### src/verilog/mck_consts.svh
// constants for the machine-check response block: offsets, bits, resets
// assumes inclusion by bare name from the package and the design modules
//
// Overview of operation
// - storage loop setting forces check near reset end
// - storage loop compare match starts system reset
// - mask bit zero suppresses hardware check interrupts
// - disable switch position suppresses hardware check interrupts
// - console forced check is never maskable
// - stop position gives hardstop, interrupt only for forced check
// - suppressed checks stay pending until cleared
// - reset, button, interrupt clear all check latches
// - allowed check raises interrupt and cycle requests
// - allowed sequence check stops compute clock
// - allowed error forces end execute, write phase four
// - no forced end during status load or interrupt
// - halted clocks raise end execute, then interrupt latch
// - interrupt latch holds until its cycles finish
// - check during interrupt cycles sets hardstop
// - clear checks at read phase two, sample four
// - master error hardstop in load, regen or stop
// - error during storage validation sets hardstop
// - reset start or start latch clears hardstop
// - no console indicator for forced check latch
// - duplicate sequence latches set sequence check
// - forced restart sets forced check after reset
`ifndef MCK_CONSTS_SVH
`define MCK_CONSTS_SVH
// ------------------------------------------------------------
// register port
// ------------------------------------------------------------
`define MCK_ADDR_W 4
`define MCK_REG_STATUS 4'h0
`define MCK_REG_CONTROL 4'h4
`define MCK_CTRL_CHK_RESET 0
`define MCK_CTRL_LOOP_EN 1
`define MCK_CTRL_RESET 32'h0000_0002
// ------------------------------------------------------------
// field positions
// ------------------------------------------------------------
`define MCK_MASK_BIT 13
`define MCK_CHK_PARITY 0
`define MCK_CHK_CYCLE 1
`define MCK_CHK_SEQ 2
`define MCK_CHK_FORCED 3
`define MCK_ST_HARDSTOP 3
`define MCK_ST_INTLATCH 4
`define MCK_ST_DBLSAMPLE 5
`define MCK_CHK_RESET_VAL 4'h0
`endif

### src/verilog/mck_pkg.sv
// types shared by the machine-check response modules
// assumes the constants header sits in the include path
`include "mck_consts.svh"
package mck_pkg;
   // switch select: normal, disable, stop, forced restart
   typedef enum logic [1:0] {CHK_NORMAL, CHK_DISABLE, CHK_STOP, CHK_FORCED} chk_sel_t;
   // interrupt sequencing
   typedef enum logic [1:0] {S_IDLE, S_WAIT_HALT, S_END_EXEC, S_INT} mck_state_t;
   // true when more than one bit of a group is set
   function automatic logic more_than_one(input logic [7:0] v);
      logic [3:0] n;
      n = 4'h0;
      for (int i = 0; i < 8; i++)
      begin
         n = n + {3'h0, v[i]};
      end
      return n > 4'h1;
   endfunction
endpackage

### src/verilog/mck_if.sv
// carrier between the top of the machine-check block and its latch modules
// assumes one clock domain, the system clock
`timescale 1ns/100ps
interface mck_if;
   logic [3:0] chk_set;
   logic chk_clr;
   logic [3:0] chk_q;
   logic hs_set;
   logic hs_clr;
   logic hs_q;
   logic dbl_set;
   logic dbl_clr;
   logic dbl_q;
   modport ctl (output chk_set, chk_clr, hs_set, hs_clr, dbl_set, dbl_clr, input chk_q, hs_q, dbl_q);
   modport chk (input chk_set, chk_clr, output chk_q);
   modport hst (input hs_set, hs_clr, dbl_set, dbl_clr, output hs_q, dbl_q);
endinterface

### src/verilog/check_latches.sv
// cpu check latches: parity, cycle control, sequence control, console forced
// assumes set and clear terms come from the top, synchronous reset high
`timescale 1ns/100ps
`include "mck_consts.svh"
module check_latches
   import mck_pkg::*;
(
   input wire logic i_clk,
   input wire logic i_rst,
   mck_if.chk bus
);
   logic [3:0] chk_q;
   logic [3:0] chk_d;

   // a set in the clearing cycle wins so no error is lost
   assign chk_d = bus.chk_set | (bus.chk_clr ? `MCK_CHK_RESET_VAL : chk_q);

   // ------------------------------------------------------------
   // latch storage
   // ------------------------------------------------------------
   always_ff @(posedge i_clk)
   begin
      if (i_rst)
         chk_q <= `MCK_CHK_RESET_VAL;
      else
         chk_q <= chk_d;
   end

   assign bus.chk_q = chk_q;
endmodule

### src/verilog/hardstop_ctl.sv
// hardstop latch and double-error sample latch
// assumes set and clear terms come from the top, synchronous reset high
`timescale 1ns/100ps
module hardstop_ctl
   import mck_pkg::*;
(
   input wire logic i_clk,
   input wire logic i_rst,
   mck_if.hst bus
);
   logic hs_q;
   logic hs_d;
   logic dbl_q;
   logic dbl_d;

   // set beats clear: a stop reason in the start cycle still stops
   assign hs_d = bus.hs_set | (hs_q & ~bus.hs_clr);
   assign dbl_d = bus.dbl_set | (dbl_q & ~bus.dbl_clr);

   // ------------------------------------------------------------
   // latch storage
   // ------------------------------------------------------------
   always_ff @(posedge i_clk)
   begin
      if (i_rst)
      begin
         hs_q <= 1'b0;
         dbl_q <= 1'b0;
      end
      else
      begin
         hs_q <= hs_d;
         dbl_q <= dbl_d;
      end
   end

   assign bus.hs_q = hs_q;
   assign bus.dbl_q = dbl_q;
endmodule

### src/verilog/machine_check_response.sv
// machine-check response: decides ignore, interrupt or hardstop
// assumes phase strobes are one-cycle pulses synchronous to the system clock
//
// Chosen here: the address map and the address-and-strobe port.
`timescale 1ns/100ps
`include "mck_consts.svh"
module machine_check_response
   import mck_pkg::*;
#(
   parameter int STATUS_W = 32
)
(
   input wire logic I_CLK_SYS,
   input wire logic I_SYS_RST,
   input wire logic i_CC1,
   input wire logic i_CC2,
   input wire logic i_WC4,
   input wire logic i_RC2,
   input wire logic i_RC4,
   input wire logic i_CP2,
   input wire logic [STATUS_W-1:0] i_STATUS_WORD_FIRST_HALF,
   input wire logic [1:0] i_CHECK_SEL,
   input wire logic i_STORAGE_COMPARE_LOOP_SETTING,
   input wire logic i_ADDR_COMPARE_MATCH,
   input wire logic i_TIMER_PULSE,
   input wire logic i_CHECK_RESET_BUTTON,
   input wire logic i_SYSRST_START,
   input wire logic i_SYSRST_LATCH3,
   input wire logic i_START_LATCH,
   input wire logic i_PARITY_CHECK_SET,
   input wire logic i_CYCLE_CHECK_SET,
   input wire logic [4:0] i_SEQ_FIXED,
   input wire logic [3:0] i_SEQ_FLOAT,
   input wire logic i_MACHINE_ERROR,
   input wire logic i_LOAD_STATUS_OP,
   input wire logic i_INT_CYCLE,
   input wire logic i_CLOCKS_HALTED,
   input wire logic i_INT_CYCLES_DONE,
   input wire logic i_INITIAL_PROGRAM_LOAD,
   input wire logic i_REGEN_STORAGE,
   input wire logic i_EXT_VALIDATE,
   input wire logic [`MCK_ADDR_W-1:0] i_ADDR,
   input wire logic [31:0] i_WDATA,
   input wire logic i_WR,
   input wire logic i_RD,
   output logic [31:0] o_RDATA,
   output logic o_MCK_INT_REQ,
   output logic o_INT_CYCLE_REQ,
   output logic o_INHIBIT_COMPUTE_CLOCK,
   output logic o_FORCE_END_EXECUTE,
   output logic o_MCK_END_EXECUTE,
   output logic o_MCK_INT_LATCH,
   output logic o_RESET_CPU_ERR,
   output logic o_SYS_RESET_REQ,
   output logic o_HARDSTOP,
   output logic o_ANY_CPU_ERROR
);
   mck_if lat ();

   // ------------------------------------------------------------
   // sub-blocks
   // ------------------------------------------------------------
   check_latches u_chk
   (
      .i_clk(I_CLK_SYS),
      .i_rst(I_SYS_RST),
      .bus(lat.chk)
   );

   hardstop_ctl u_hst
   (
      .i_clk(I_CLK_SYS),
      .i_rst(I_SYS_RST),
      .bus(lat.hst)
   );

   // ------------------------------------------------------------
   // state
   // ------------------------------------------------------------
   mck_state_t state_q;
   mck_state_t state_d;
   logic forced_restart_q;
   logic forced_restart_d;
   logic [31:0] ctrl_q;
   logic [31:0] ctrl_d;
   logic [31:0] rdata_q;
   logic [31:0] rdata_d;

   // ------------------------------------------------------------
   // switch decode
   // ------------------------------------------------------------
   wire chk_sel_t sel = chk_sel_t'(i_CHECK_SEL);
   wire sel_disable = (sel == CHK_DISABLE);
   wire sel_stop = (sel == CHK_STOP);
   wire sel_forced = (sel == CHK_FORCED);
   wire mask_bit = i_STATUS_WORD_FIRST_HALF[`MCK_MASK_BIT];
   wire compute_ph = i_CC1 | i_CC2;
   wire loop_on = i_STORAGE_COMPARE_LOOP_SETTING & ctrl_q[`MCK_CTRL_LOOP_EN];

   // ------------------------------------------------------------
   // check latch set and clear terms
   // ------------------------------------------------------------
   wire seq_err = more_than_one({3'h0, i_SEQ_FIXED}) | more_than_one({4'h0, i_SEQ_FLOAT});
   wire set_seq = seq_err & compute_ph;
   // loop setting forces a check as the system reset draws to a close
   wire set_forced_loop = loop_on & i_SYSRST_LATCH3 & compute_ph;
   // forced restart: the reset started by the timer ends the same way
   wire set_forced_rst = forced_restart_q & i_SYSRST_LATCH3 & compute_ph;
   wire set_forced = set_forced_loop | set_forced_rst;
   wire wr_hit = i_WR & (i_ADDR == `MCK_REG_CONTROL);
   wire sw_chk_reset = wr_hit & i_WDATA[`MCK_CTRL_CHK_RESET];
   // interrupt-cycle clear lands at read phase two, before the sample
   wire reset_cpu_err = (state_q == S_INT) & i_RC2;
   // clear at the start of reset so the forced set near its end survives
   wire master_reset = i_SYSRST_START | i_CHECK_RESET_BUTTON | sw_chk_reset | reset_cpu_err;

   assign lat.chk_set = {set_forced, set_seq, i_CYCLE_CHECK_SET, i_PARITY_CHECK_SET};
   assign lat.chk_clr = master_reset;

   // ------------------------------------------------------------
   // interrupt enabling
   // ------------------------------------------------------------
   wire console_forced = lat.chk_q[`MCK_CHK_FORCED];
   wire any_cpu_err = |lat.chk_q; // pending until cleared
   // mask and switch each suppress; stop interrupts only on a console forced check
   wire hw_allow = mask_bit & ~sel_disable & ~sel_stop;
   wire allow = hw_allow | console_forced;
   wire int_req = allow & any_cpu_err;
   // a forced end mid status store would leave half a status word
   wire end_blocked = i_LOAD_STATUS_OP | i_INT_CYCLE;
   wire master_err = any_cpu_err | i_MACHINE_ERROR;

   // ------------------------------------------------------------
   // hardstop set and clear terms
   // ------------------------------------------------------------
   wire hs_double = lat.dbl_q & any_cpu_err;
   wire hs_load = master_err & (i_INITIAL_PROGRAM_LOAD | i_REGEN_STORAGE) & ~sel_disable;
   wire hs_stop = master_err & sel_stop;
   wire hs_valid = master_err & i_EXT_VALIDATE & ~sel_disable;

   assign lat.hs_set = hs_double | hs_load | hs_stop | hs_valid;
   assign lat.hs_clr = i_SYSRST_START | i_START_LATCH;
   // sample opens at read phase four of the interrupt cycles
   assign lat.dbl_set = (state_q == S_INT) & i_RC4 & ~i_INT_CYCLES_DONE;
   assign lat.dbl_clr = i_INT_CYCLES_DONE | i_SYSRST_START;

   // ------------------------------------------------------------
   // interrupt sequencing
   // ------------------------------------------------------------
   always_comb
   begin
      state_d = state_q;
      case (state_q)
         S_IDLE:
            if (int_req & ~end_blocked)
               state_d = S_WAIT_HALT;
         S_WAIT_HALT:
            if (~int_req)
               state_d = S_IDLE;
            else if (i_CLOCKS_HALTED)
               state_d = S_END_EXEC;
         S_END_EXEC:
            if (i_CP2)
               state_d = S_INT; // first clock pulse two sets the latch
         S_INT:
            if (i_INT_CYCLES_DONE)
               state_d = S_IDLE;
         default:
            state_d = S_IDLE;
      endcase
   end

   // forced-restart latch: armed by the timer, spent at reset end
   assign forced_restart_d = (i_TIMER_PULSE & sel_forced) | (forced_restart_q & ~set_forced_rst);

   // ------------------------------------------------------------
   // register port
   // ------------------------------------------------------------
   wire rd_status = i_RD & (i_ADDR == `MCK_REG_STATUS);
   wire rd_control = i_RD & (i_ADDR == `MCK_REG_CONTROL);
   // forced latch deliberately left out of the readout
   wire [31:0] status_word = {26'h0, lat.dbl_q, (state_q == S_INT), lat.hs_q,
                              lat.chk_q[`MCK_CHK_SEQ:`MCK_CHK_PARITY]};

   always_comb
   begin
      if (rd_status)
         rdata_d = status_word;
      else if (rd_control)
         rdata_d = ctrl_q;
      else
         rdata_d = 32'h0000_0000;
   end

   // check-reset bit acts on the write and is never stored
   assign ctrl_d = wr_hit ? (i_WDATA & `MCK_CTRL_RESET) : ctrl_q;

   // ------------------------------------------------------------
   // flip-flops
   // ------------------------------------------------------------
   always_ff @(posedge I_CLK_SYS)
   begin
      if (I_SYS_RST)
      begin
         state_q <= S_IDLE;
         forced_restart_q <= 1'b0;
         ctrl_q <= `MCK_CTRL_RESET;
         rdata_q <= 32'h0000_0000;
      end
      else
      begin
         state_q <= state_d;
         forced_restart_q <= forced_restart_d;
         ctrl_q <= ctrl_d;
         rdata_q <= rdata_d;
      end
   end

   // ------------------------------------------------------------
   // outputs
   // ------------------------------------------------------------
   assign o_RDATA = rdata_q;
   assign o_MCK_INT_REQ = int_req;
   assign o_INT_CYCLE_REQ = int_req;
   assign o_INHIBIT_COMPUTE_CLOCK = allow & lat.chk_q[`MCK_CHK_SEQ];
   assign o_FORCE_END_EXECUTE = int_req & i_WC4 & ~end_blocked;
   assign o_MCK_END_EXECUTE = (state_q == S_END_EXEC);
   assign o_MCK_INT_LATCH = (state_q == S_INT);
   assign o_RESET_CPU_ERR = reset_cpu_err;
   // storage loop: every compare hit restarts; forced restart on the timer
   assign o_SYS_RESET_REQ = (loop_on & i_ADDR_COMPARE_MATCH) | (i_TIMER_PULSE & sel_forced);
   assign o_HARDSTOP = lat.hs_q;
   assign o_ANY_CPU_ERROR = any_cpu_err;
endmodule

### config.mk
export PLATFORM = sky130hd
export DESIGN_NAME = machine_check_response
export DESIGN_NICKNAME = d
export VERILOG_FILES = /design/src/verilog/mck_pkg.sv /design/src/verilog/mck_if.sv /design/src/verilog/check_latches.sv /design/src/verilog/hardstop_ctl.sv /design/src/verilog/machine_check_response.sv
export VERILOG_INCLUDE_DIRS = /design/src /design/src/verilog
export SDC_FILE = /design/constraint.sdc
export NUM_CORES = 1
export LEC_CHECK = 0
export BUFFER_PORTS_ARGS = -buffer_cell sky130_fd_sc_hd__buf_2
export CORE_AREA = 2 2 62 64
export CTS_BUF_LIST = sky130_fd_sc_hd__clkbuf_8
export CTS_CLUSTER_DIAMETER = 30
export DETAILED_ROUTE_END_ITERATION = 10
export DIE_AREA = 0 0 64 66
export GPL_ROUTABILITY_DRIVEN = 1
export PLACE_DENSITY = 0.91
export SLEW_MARGIN = 20
export SYNTH_ARGS = -nofsm -noshare
export SYNTH_HDL_FRONTEND = slang
export SYNTH_SLANG_ARGS = --single-unit
export TNS_END_PERCENT = 10
### constraint.sdc
create_clock -name I_CLK_SYS -period 2.1 [get_ports I_CLK_SYS]
set_clock_uncertainty 0.15 [all_clocks]
set_input_delay 0.42 -clock I_CLK_SYS [delete_from_list [all_inputs] [get_ports I_CLK_SYS]]
set_output_delay 0.42 -clock I_CLK_SYS [all_outputs]
set_load 0.02 [all_outputs]
==> impl_metrics.json, run 1 <==
{
  "period_minus_slack_ns": 1.91,
  "first_global_vias": 935,
  "busiest_layer": "met2",
  "synth_area_per_cell_um2": 8.67,
  "cts_tree": "done",
  "grt_util_met3_pct": 2.56,
  "slew_viol_final": 0,
  "maxCapViolCount": 0,
  "max-vdd-ir-drop_mv": 0.174,
  "hold_violations": 0,
  "ys_ff_latch": 16,
  "clockBufferDepth": 2,
  "gr-usage-met2_pct": 21.5,
  "cts-root-buf": "clkbuf_8",
  "synthToLayoutAreaGrowth_pct": 28.5,
  "p_leak_nw": 0.743,
  "preCtsSetupSlack_ns": -0.0241,
  "grt_pass1_wl_mm": 3.72,
  "period_share_pct": 91.1,
  "critPathMaxFanout": 4,
  "detail-route-antenna-nets": 0,
  "yosysSeqAreaShare_pct": 29.6,
  "fin_tns_setup_ns": 0,
  "synth-edff-count": 0,
  "grt_max_degree": 10,
  "hpwl_mm": 2.09,
  "core_area_um2": 3550,
  "routed_wl_mm": 2.39,
  "dieWidth_um": 64,
  "numCtsBuffers": 3,
  "wire_per_inst_um": 10.2,
  "setup_slack_ns": 0.188,
  "io_pins": 148,
  "synth-main-ff-cell": "dfxtp_1",
  "antenna_found_initial": 0,
  "worst_skew_pair.late_latency_ns": 0.24,
  "clk_pin_slew_ns": 0.06,
  "arrival_ns": 1.34,
  "nNetsFinal": 297,
  "status": "completed",
  "hold_class": "in2reg",
  "setup_viol": 0,
  "gr-total-overflow": 0,
  "power_density_nw_per_um2": 558,
  "fin_util_pct": 39.2,
  "endpoint_kind": "output pin",
  "rsz0062_at_grt": "false",
  "drive_gt1_share_pct": 38.0,
  "slowest_delay_ns": 0.43,
  "stdcell_count": 235,
  "cts_resized": 0,
  "clock_sinks": 16,
  "drc_errors": 0,
  "start_kind": "flip-flop",
  "dieArea_um2": 4220,
  "portBuffers": 60,
  "path_cells": "nor2_1, a211oi_2, and3_1, buf_2",
  "drt_iter0_drc": 45,
  "globalplace.congestion": 0.682,
  "synth_cells": 125,
  "dp_cells": 231,
  "slowest_stage": "dfxtp_1",
  "yosysUniqueCellTypes": 40,
  "setup.worst_path.class": "reg2out",
  "synthArstFlopShare_pct": 0,
  "synth_warnings": 0,
  "netlist_area_um2": 1080,
  "postCtsHoldBufs": 0,
  "htree_levels": 1,
  "die_y_um": 66,
  "antenna_cells": 0,
  "vias": 993,
  "floorplan.initialDensity_pct": 30.5,
  "grt_use_total_pct": 11.2,
  "fp-row-count": 22,
  "first_pass_iters": 4,
  "hold_slack_ns": 0.226,
  "grtUsageMet1_pct": 11.2,
  "critPathRequiredTime_ns": 1.53,
  "cts_setup_buffers": 0,
  "max_freq_mhz": 523,
  "viasPerCell": 4.23
}
[worst max-delay path: cells and delay by family (launching register included)]
kind,cells,cell delay [ns]
buf+inv,1,0.16
simple gates,2,0.26
flops,1,0.43
compound gates,1,0.24
[metrics by stage]
stage	total power, mW	area [um^2]
after floorplan	0.483	1180
after global placement	0.512	1340
after detailed placement	0.517	1340
after CTS	0.785	1390
after global routing	0.818	1390
final	0.777	1390
[area by class of cell]
| type | instances | area, um^2 |
|---|---|---|
| clock buffer | 4 | 55.1 |
| fill | 360 | 2160 |
| inverter | 15 | 56.3 |
| multi-input combinational | 91 | 593 |
| sequential | 16 | 320 |
| tap | 48 | 60.1 |
| timing repair buffer | 61 | 308 |
[path summary, 6_finish.rpt]
| kind | start | end | slack (ns) | depth (start not counted) |
|---|---|---|---|---|
| max | u_chk.bus.chk_q[3] | o_FORCE_END_EXECUTE | 0.19 | 4 |
| min reg2reg | forced_restart_q | forced_restart_q | 0.32 | 2 |
| max reg2reg | u_chk.bus.chk_q[3] | state_q[0] | 0.72 | 4 |
| min | i_PARITY_CHECK_SET | u_chk.bus.chk_q[0] | 0.23 | 2 |
[layer usage]
layer  vias to the layer above  part of all wire [%]
li1                        497                     -
met1                       424                    37
met2                        66                    49
met3                         6                    12
met4                         0                   2.2
met5                         -                     0
[logic make-up after synthesis]
| group | share of synthesized area (%) |
|---|---|
| buf+inv | 24.4 |
| xor+xnor | 0.808 |
| other cells | 0.346 |
| mux | 1.96 |
| fa+ha+maj | 5.77 |
| compound gates | 12.7 |
| flops | 29.6 |
| simple gates | 24.5 |
[layout by cell type (no fill, tap or decap), types with 4 or more instances in the layout]
cell type	Yosys	routed
dfxtp_1	16	16
and2_1	7	7
conb_1	1	26
inv_1	14	14
nand4b_1	4	4
a21oi_1	5	5
clkbuf_8	0	4
buf_2	1	60
nor2_1	5	5
o21ai_0	4	4
[power breakdown]
group / internal (mW) / switching [mW]
combinational: 0.0716 / 0.115
clock: 0.166 / 0.101
sequential: 0.313 / 0.0105
[Yosys cell counts (3+ instances only)]
cell type / n / area share (%)
buf_4: 27 / 19
and2_1: 7 / 4.0
nand4b_1: 4 / 3.2
dfxtp_1: 16 / 30
a21oi_1: 5 / 2.3
nand2_1: 3 / 1.0
nor2_1: 5 / 1.7
inv_1: 14 / 4.8
nor2b_1: 3 / 1.7
o21ai_0: 4 / 1.8
nand3_1: 3 / 1.4
[registers in the layout (all words and copies together) (netlist names), named ones only]
| register | count |
|---|---|
| o_RDATA | 6 |
| u_hst.bus.hs_q | 1 |
| forced_restart_q | 1 |
| state_q | 1 |
| u_hst.bus.dbl_q | 1 |
| ctrl_q | 1 |
| u_chk.bus.chk_q | 4 |
No activity file was read; power rests on OpenSTA's default activity.
==> run 2, diff against run 1 <==
==> constraint.sdc (replaced) <==
create_clock -name I_CLK_SYS -period 2 [get_ports I_CLK_SYS]
set_clock_uncertainty 0.15 [all_clocks]
set_input_delay 0.4 -clock I_CLK_SYS [delete_from_list [all_inputs] [get_ports I_CLK_SYS]]
set_output_delay 0.4 -clock I_CLK_SYS [all_outputs]
set_load 0.02 [all_outputs]
==> run 2 against run 1 <==
Net effect: final area is essentially flat; global-route usage grew 0.34 points; combinational power grew 5%; first-iteration DRC count grew 38%; setup slack lost 0.10 ns; sequential share of layout area grew 0.069 points; largest cell class unchanged; largest power group unchanged.
==> impl_metrics.json, run 2 (synthesis gave the netlist of run 1 again) <==
{
  "dieArea_um2": 4220,
  "placedInstanceArea_um2": 1340,
  "cts_setup_buffers": 0,
  "nNetsFinal": 297,
  "path_cells": "nor4_4, a211oi_2, and3_1, buf_2",
  "antenna_cells": 0,
  "critPathRequiredTime_ns": 1.45,
  "cts_resized": 0,
  "rr_startpoint": "u_chk.bus.chk_q[0]",
  "grt_use_total_pct": 11.6,
  "final_cell_mix": "60 x buf_2, 26 x conb_1, 15 x dfxtp_1, 14 x inv_1, 7 x and2_1",
  "r2r_slack_ns": 0.61,
  "p_int_mw": 0.579,
  "path_delay_family": "simple AND/OR/NAND/NOR gates",
  "fillers": 356,
  "drive_gt1_share_pct": 38.5,
  "drc_errors": 0,
  "grt_max_degree": 10,
  "setup_viol": 0,
  "io_pins": 148,
  "viasPerCell": 4.31,
  "htree_levels": 1,
  "gr-total-overflow": 0,
  "cts-root-buf": "clkbuf_8",
  "endpoint_kind": "output pin",
  "status": "completed",
  "clk_pin_slew_ns": 0.06,
  "slew_viol_final": 0,
  "cts_tree": "done",
  "floorplan.initialDensity_pct": 30.5,
  "p_clk_share_pct": 35.0,
  "final_cell_area_um2": 1390,
  "start_kind": "flip-flop",
  "arrival_ns": 1.36,
  "postCtsHoldBufs": 0,
  "die_y_um": 66,
  "routed_wl_mm": 2.45,
  "core_area_um2": 3550,
  "first_global_vias": 915,
  "fin_util_pct": 39.3,
  "switchingPower_mw": 0.246,
  "switching_share_pct": 29.9,
  "max-vdd-ir-drop_mv": 0.232,
  "clockBufferDepth": 2,
  "reg2regPathDepth": 4,
  "min_path_cells": 2,
  "slowest_stage": "dfxtp_1",
  "hold_class": "in2reg",
  "fp-row-count": 22,
  "period_minus_slack_ns": 1.91,
  "portBuffers": 60,
  "period_share_pct": 95.7,
  "detail-route-antenna-nets": 0,
  "final_common_cell": "buf_2",
  "grt_pass1_wl_mm": 3.81,
  "dp_cells": 231,
  "clock_sinks": 16,
  "slowest_delay_ns": 0.35,
  "max_freq_mhz": 523,
  "numCtsBuffers": 3,
  "vias": 1014,
  "cp_num_buf_inv": 1,
  "drt_iter0_drc": 62,
  "worstHoldStart": "i_INT_CYCLES_DONE",
  "hpwl_mm": 2.10,
  "holdPathEnd": "u_hst.bus.dbl_q",
  "critPathMaxFanout": 3,
  "maxCapViolCount": 0,
  "first_pass_iters": 4,
  "combinationalPowerShare_pct": 23.7,
  "rsz0062_at_grt": "false",
  "power_mw": 0.825,
  "synthToLayoutAreaGrowth_pct": 28.6,
  "hold_violations": 0,
  "wire_per_inst_um": 10.4,
  "antenna_found_initial": 0,
  "worst_skew_pair.late_latency_ns": 0.25,
  "r2r-end": "state_q[0]",
  "setup.worst_path.class": "reg2out",
  "power_frac_seq_pct": 41.3,
  "dieWidth_um": 64,
  "stdcell_count": 235,
  "power_density_nw_per_um2": 592,
  "largest_reg_flops": 6,
  "globalplace.congestion": 0.698,
  "p_leak_nw": 0.743
}
-- run 2: cell count changes in the layout (fill, tap and decap cells not counted) --
| cell | previous run | this run |
|---|---|---|
| dfxtp_2 | 0 | 1 |
| dfxtp_1 | 16 | 15 |
-- run 2: layer usage --
layer	vias to the layer above	wire length [um]	global-route usage (%)
met2	66	1190	21.0
met3	6	293	2.39
met4	0	56	6.79
met5	-	0	0
li1	496	-	-
met1	446	912	12.3
-- run 2: cell type report --
class                      instances  area (um^2)  area share (%)
multi-input combinational         91          593            42.5
sequential                        16          322            23.1
timing repair buffer              61          308            22.1
tap                               48         60.1            4.31
inverter                          15         56.3            4.04
clock buffer                       4         55.1            3.95
-- run 2: worst max path at each step --
stage,start,endpoint,cells after the start
floorplan,i_CHECK_SEL[1],o_FORCE_END_EXECUTE,3
global placement,i_SEQ_FIXED[0],u_chk.bus.chk_q[2],7
detailed placement,i_SEQ_FIXED[0],u_chk.bus.chk_q[2],7
CTS,u_chk.bus.chk_q[3],o_FORCE_END_EXECUTE,4
global route,i_SEQ_FIXED[0],u_chk.bus.chk_q[2],8
finish,u_chk.bus.chk_q[0],o_FORCE_END_EXECUTE,4
-- run 2: power groups by stage --
stage / logic (mW) / clock network, mW / registers [mW]
floorplan: 0.159 / 0 / 0.348
global placement: 0.191 / 0 / 0.346
detailed placement: 0.196 / 0 / 0.347
CTS: 0.196 / 0.291 / 0.340
global route: 0.215 / 0.309 / 0.342
finish: 0.196 / 0.289 / 0.340
-- run 2: stage by stage --
| step | hold slack, ns | setup slack [ns] | TNS, ns |
|---|---|---|---|
| 6_report | 0.204 | 0.0870 | 0 |
| 5_1_grt | 0.204 | 0.0177 | 0 |
| 4_1_cts | 0.205 | 0.0495 | 0 |
| 3_5_place_dp | 0.316 | -0.116 | -0.116 |
| 3_3_place_gp | 0.293 | -0.104 | -0.104 |
| 2_1_floorplan | 0.286 | 0.0264 | 0 |
==> run 3, diff against run 2 <==
--- a/config.mk
+++ b/config.mk
@@ -6,14 +6,15 @@
 export SDC_FILE = /design/constraint.sdc
 export NUM_CORES = 1
 export LEC_CHECK = 0
+export ABC_AREA = 1
 export BUFFER_PORTS_ARGS = -buffer_cell sky130_fd_sc_hd__buf_2
-export CORE_AREA = 2 2 62 64
+export CORE_AREA = 2 2 66 68
 export CTS_BUF_LIST = sky130_fd_sc_hd__clkbuf_8
 export CTS_CLUSTER_DIAMETER = 30
 export DETAILED_ROUTE_END_ITERATION = 10
-export DIE_AREA = 0 0 64 66
+export DIE_AREA = 0 0 68 70
 export GPL_ROUTABILITY_DRIVEN = 1
-export PLACE_DENSITY = 0.91
+export PLACE_DENSITY = 0.87
 export SLEW_MARGIN = 20
 export SYNTH_ARGS = -nofsm -noshare
 export SYNTH_HDL_FRONTEND = slang
==> constraint.sdc (replaced) <==
create_clock -name I_CLK_SYS -period 1.69 [get_ports I_CLK_SYS]
set_clock_uncertainty 0.15 [all_clocks]
set_input_delay 0.338 -clock I_CLK_SYS [delete_from_list [all_inputs] [get_ports I_CLK_SYS]]
set_output_delay 0.338 -clock I_CLK_SYS [all_outputs]
set_load 0.02 [all_outputs]
==> run 3 against run 2 <==
Net effect: non-clock buffer count fell by 1; via count rose by 5.5%; register-to-register slack got worse by 0.20 ns; die area rose by 13%; clock power rose by 16%; cell count rose by 13%; synthesized area rose by 5.3%; largest cell class unchanged; largest power group unchanged.
==> impl_metrics.json, run 3 <==
{
  "grt_use_total_pct": 10.6,
  "fillers": 441,
  "drt_iter0_drc": 29,
  "drc_errors": 0,
  "numCtsBuffers": 3,
  "dp_cells": 262,
  "antenna_found_initial": 0,
  "synthArstFlopShare_pct": 0,
  "grt_pass1_wl_mm": 3.86,
  "clock_sinks": 16,
  "setup.worst_path.class": "in2reg",
  "endpoint_kind": "flip-flop",
  "rsz0062_at_grt": "true",
  "maxCapViolCount": 0,
  "vias": 1070,
  "fp-row-count": 24,
  "synthToLayoutAreaGrowth_pct": 32.0,
  "first_global_vias": 996,
  "hold_violations": 0,
  "synth-edff-count": 0,
  "synth_warnings": 0,
  "critPathRequiredTime_ns": 1.67,
  "path_cells": "buf_2, inv_1, fa_1, inv_2, ha_4, a21oi_2, nand2_1, o21ai_2, a21oi_1",
  "synth_area_per_cell_um2": 7.46,
  "status": "completed",
  "io_pins": 148,
  "dieWidth_um": 68,
  "first_pass_iters": 4,
  "die_y_um": 70,
  "arrival_ns": 1.64,
  "max-vdd-ir-drop_mv": 0.244,
  "antenna_cells": 0,
  "post-synth-top-area-cell": "dfxtp_1",
  "viasPerCell": 4.02,
  "globalplace.congestion": 0.859,
  "largest_reg_flops": 6,
  "fin_util_pct": 36.4,
  "hpwl_mm": 2.22,
  "setup_viol": 0,
  "slowest_delay_ns": 0.51,
  "htree_levels": 1,
  "gr-total-overflow": 0,
  "floorplan.initialDensity_pct": 27.5,
  "power_density_nw_per_um2": 695,
  "final_cell_mix": "57 x buf_2, 26 x conb_1, 23 x inv_1, 16 x nand2_1, 15 x nor2_1",
  "grt_max_degree": 10,
  "stdcell_count": 266,
  "slew_viol_final": 0,
  "yosysSeqAreaShare_pct": 28.1,
  "p_leak_nw": 0.813,
  "yosysUniqueCellTypes": 33,
  "max_freq_mhz": 605,
  "slowest_stage": "fa_1",
  "period_share_pct": 97.8,
  "synth_cells": 153,
  "final_common_cell": "buf_2",
  "synth_area_leaders": "dfxtp_1 28%, buf_4 18%, inv_1 8.2%",
  "cts-root-buf": "clkbuf_8",
  "synth-main-ff-cell": "dfxtp_1",
  "power_mw": 1.05,
  "start_kind": "input pin",
  "clockBufferDepth": 2,
  "cts_tree": "done",
  "nNetsFinal": 324,
  "postCtsHoldBufs": 0,
  "detail-route-antenna-nets": 0,
  "hold_slack_ns": 0.139,
  "synth_commonest_cells": "27 x buf_4, 25 x inv_1, 17 x nand2_1",
  "cts_setup_buffers": 0,
  "synth_most_common_cell": "buf_4",
  "routed_wl_mm": 2.56,
  "period_minus_slack_ns": 1.65,
  "hold_class": "in2reg",
  "drive_gt1_share_pct": 46.3,
  "critPathMaxFanout": 1,
  "worst_skew_pair.late_latency_ns": 0.25,
  "core_area_um2": 4140,
  "setup_slack_ns": 0.0374,
  "netlist.area_leader.share_pct": 28.1,
  "preCtsSetupSlack_ns": -0.308,
  "portBuffers": 60,
  "ys_ff_latch": 16,
  "netlist_area_um2": 1140,
  "clk_pin_slew_ns": 0.06,
  "dieArea_um2": 4760,
  "wire_per_inst_um": 9.64
}
==> run 3: path summary, 6_finish.rpt <==
| check | from | slack (ns) | cells past startpoint | endpoint |
|---|---|---|---|---|
| setup / recovery | i_SEQ_FIXED[1] | 0.04 | 9 | u_chk.bus.chk_q[2] |
| setup reg to reg | state_q[0] | 0.41 | 6 | flip-flop |
| hold / removal | i_INT_CYCLES_DONE | 0.14 | 2 | u_hst.bus.dbl_q |
| hold reg to reg | u_hst.bus.hs_q | 0.30 | 2 | o_RDATA[3] |
==> run 3: timing repair <==
item | 4_1_cts | 5_1_grt
gates resized for setup | 2 | 16
pin swaps | 1 | 7
endpoints found under the setup margin | 4 | 5
==> run 3: report_power, final <==
group	leakage (nW)	internal, mW	switching, mW
clock	0.0288	0.207	0.128
combinational	0.653	0.108	0.196
sequential	0.132	0.396	0.0129
total	0.813	0.710	0.337
==> run 3: per-layer routing <==
| layer | up-vias | routed length (um) | global-route usage, % | share of wire [%] |
|---|---|---|---|---|
| met4 | 0 | 63 | 4.44 | 2.5 |
| met1 | 461 | 957 | 10.9 | 37 |
| met5 | - | 0 | 0 | 0 |
| li1 | 544 | - | - | - |
| met3 | 9 | 306 | 4.35 | 12 |
| met2 | 56 | 1240 | 18.3 | 48 |
==> run 3: final cells by class <==
class	count	area [um^2]	area share (%)
Clock buffer	4	55.1	3.65
Inverter	31	120	7.97
Multi-Input combinational cell	103	629	41.8
Sequential cell	16	325	21.6
Tap cell	52	65.1	4.32
Timing Repair Buffer	60	312	20.7
==> run 3: metrics by stage <==
stage	area [um^2]	setup TNS [ns]
after floorplan	1230	-0.107
after global placement	1390	-0.263
after detailed placement	1390	-0.308
after CTS	1450	-0.0161
after global routing	1510	-0.0449
final	1510	0
==> run 3: kinds of logic (layout without fill, tap and decap cells) <==
group                      count (synthesis)  count (layout)  synth area share, %
adders and majority gates                  3               3                 4.61
and+or+nand+nor                           56              56                 28.1
buffers and inverters                     59              95                 28.3
DFF                                       16              16                 28.1
other                                      1              26                0.329
AOI/OAI and AO/OA                         18              18                 10.6
==> run 3: critical path: cells and delay by family <==
kind,cells,cell delay (ns)
AOI/OAI and AO/OA,3,0.34
and+or+nand+nor,1,0.07
buffers and inverters,3,0.17
adders and majority gates,2,0.72
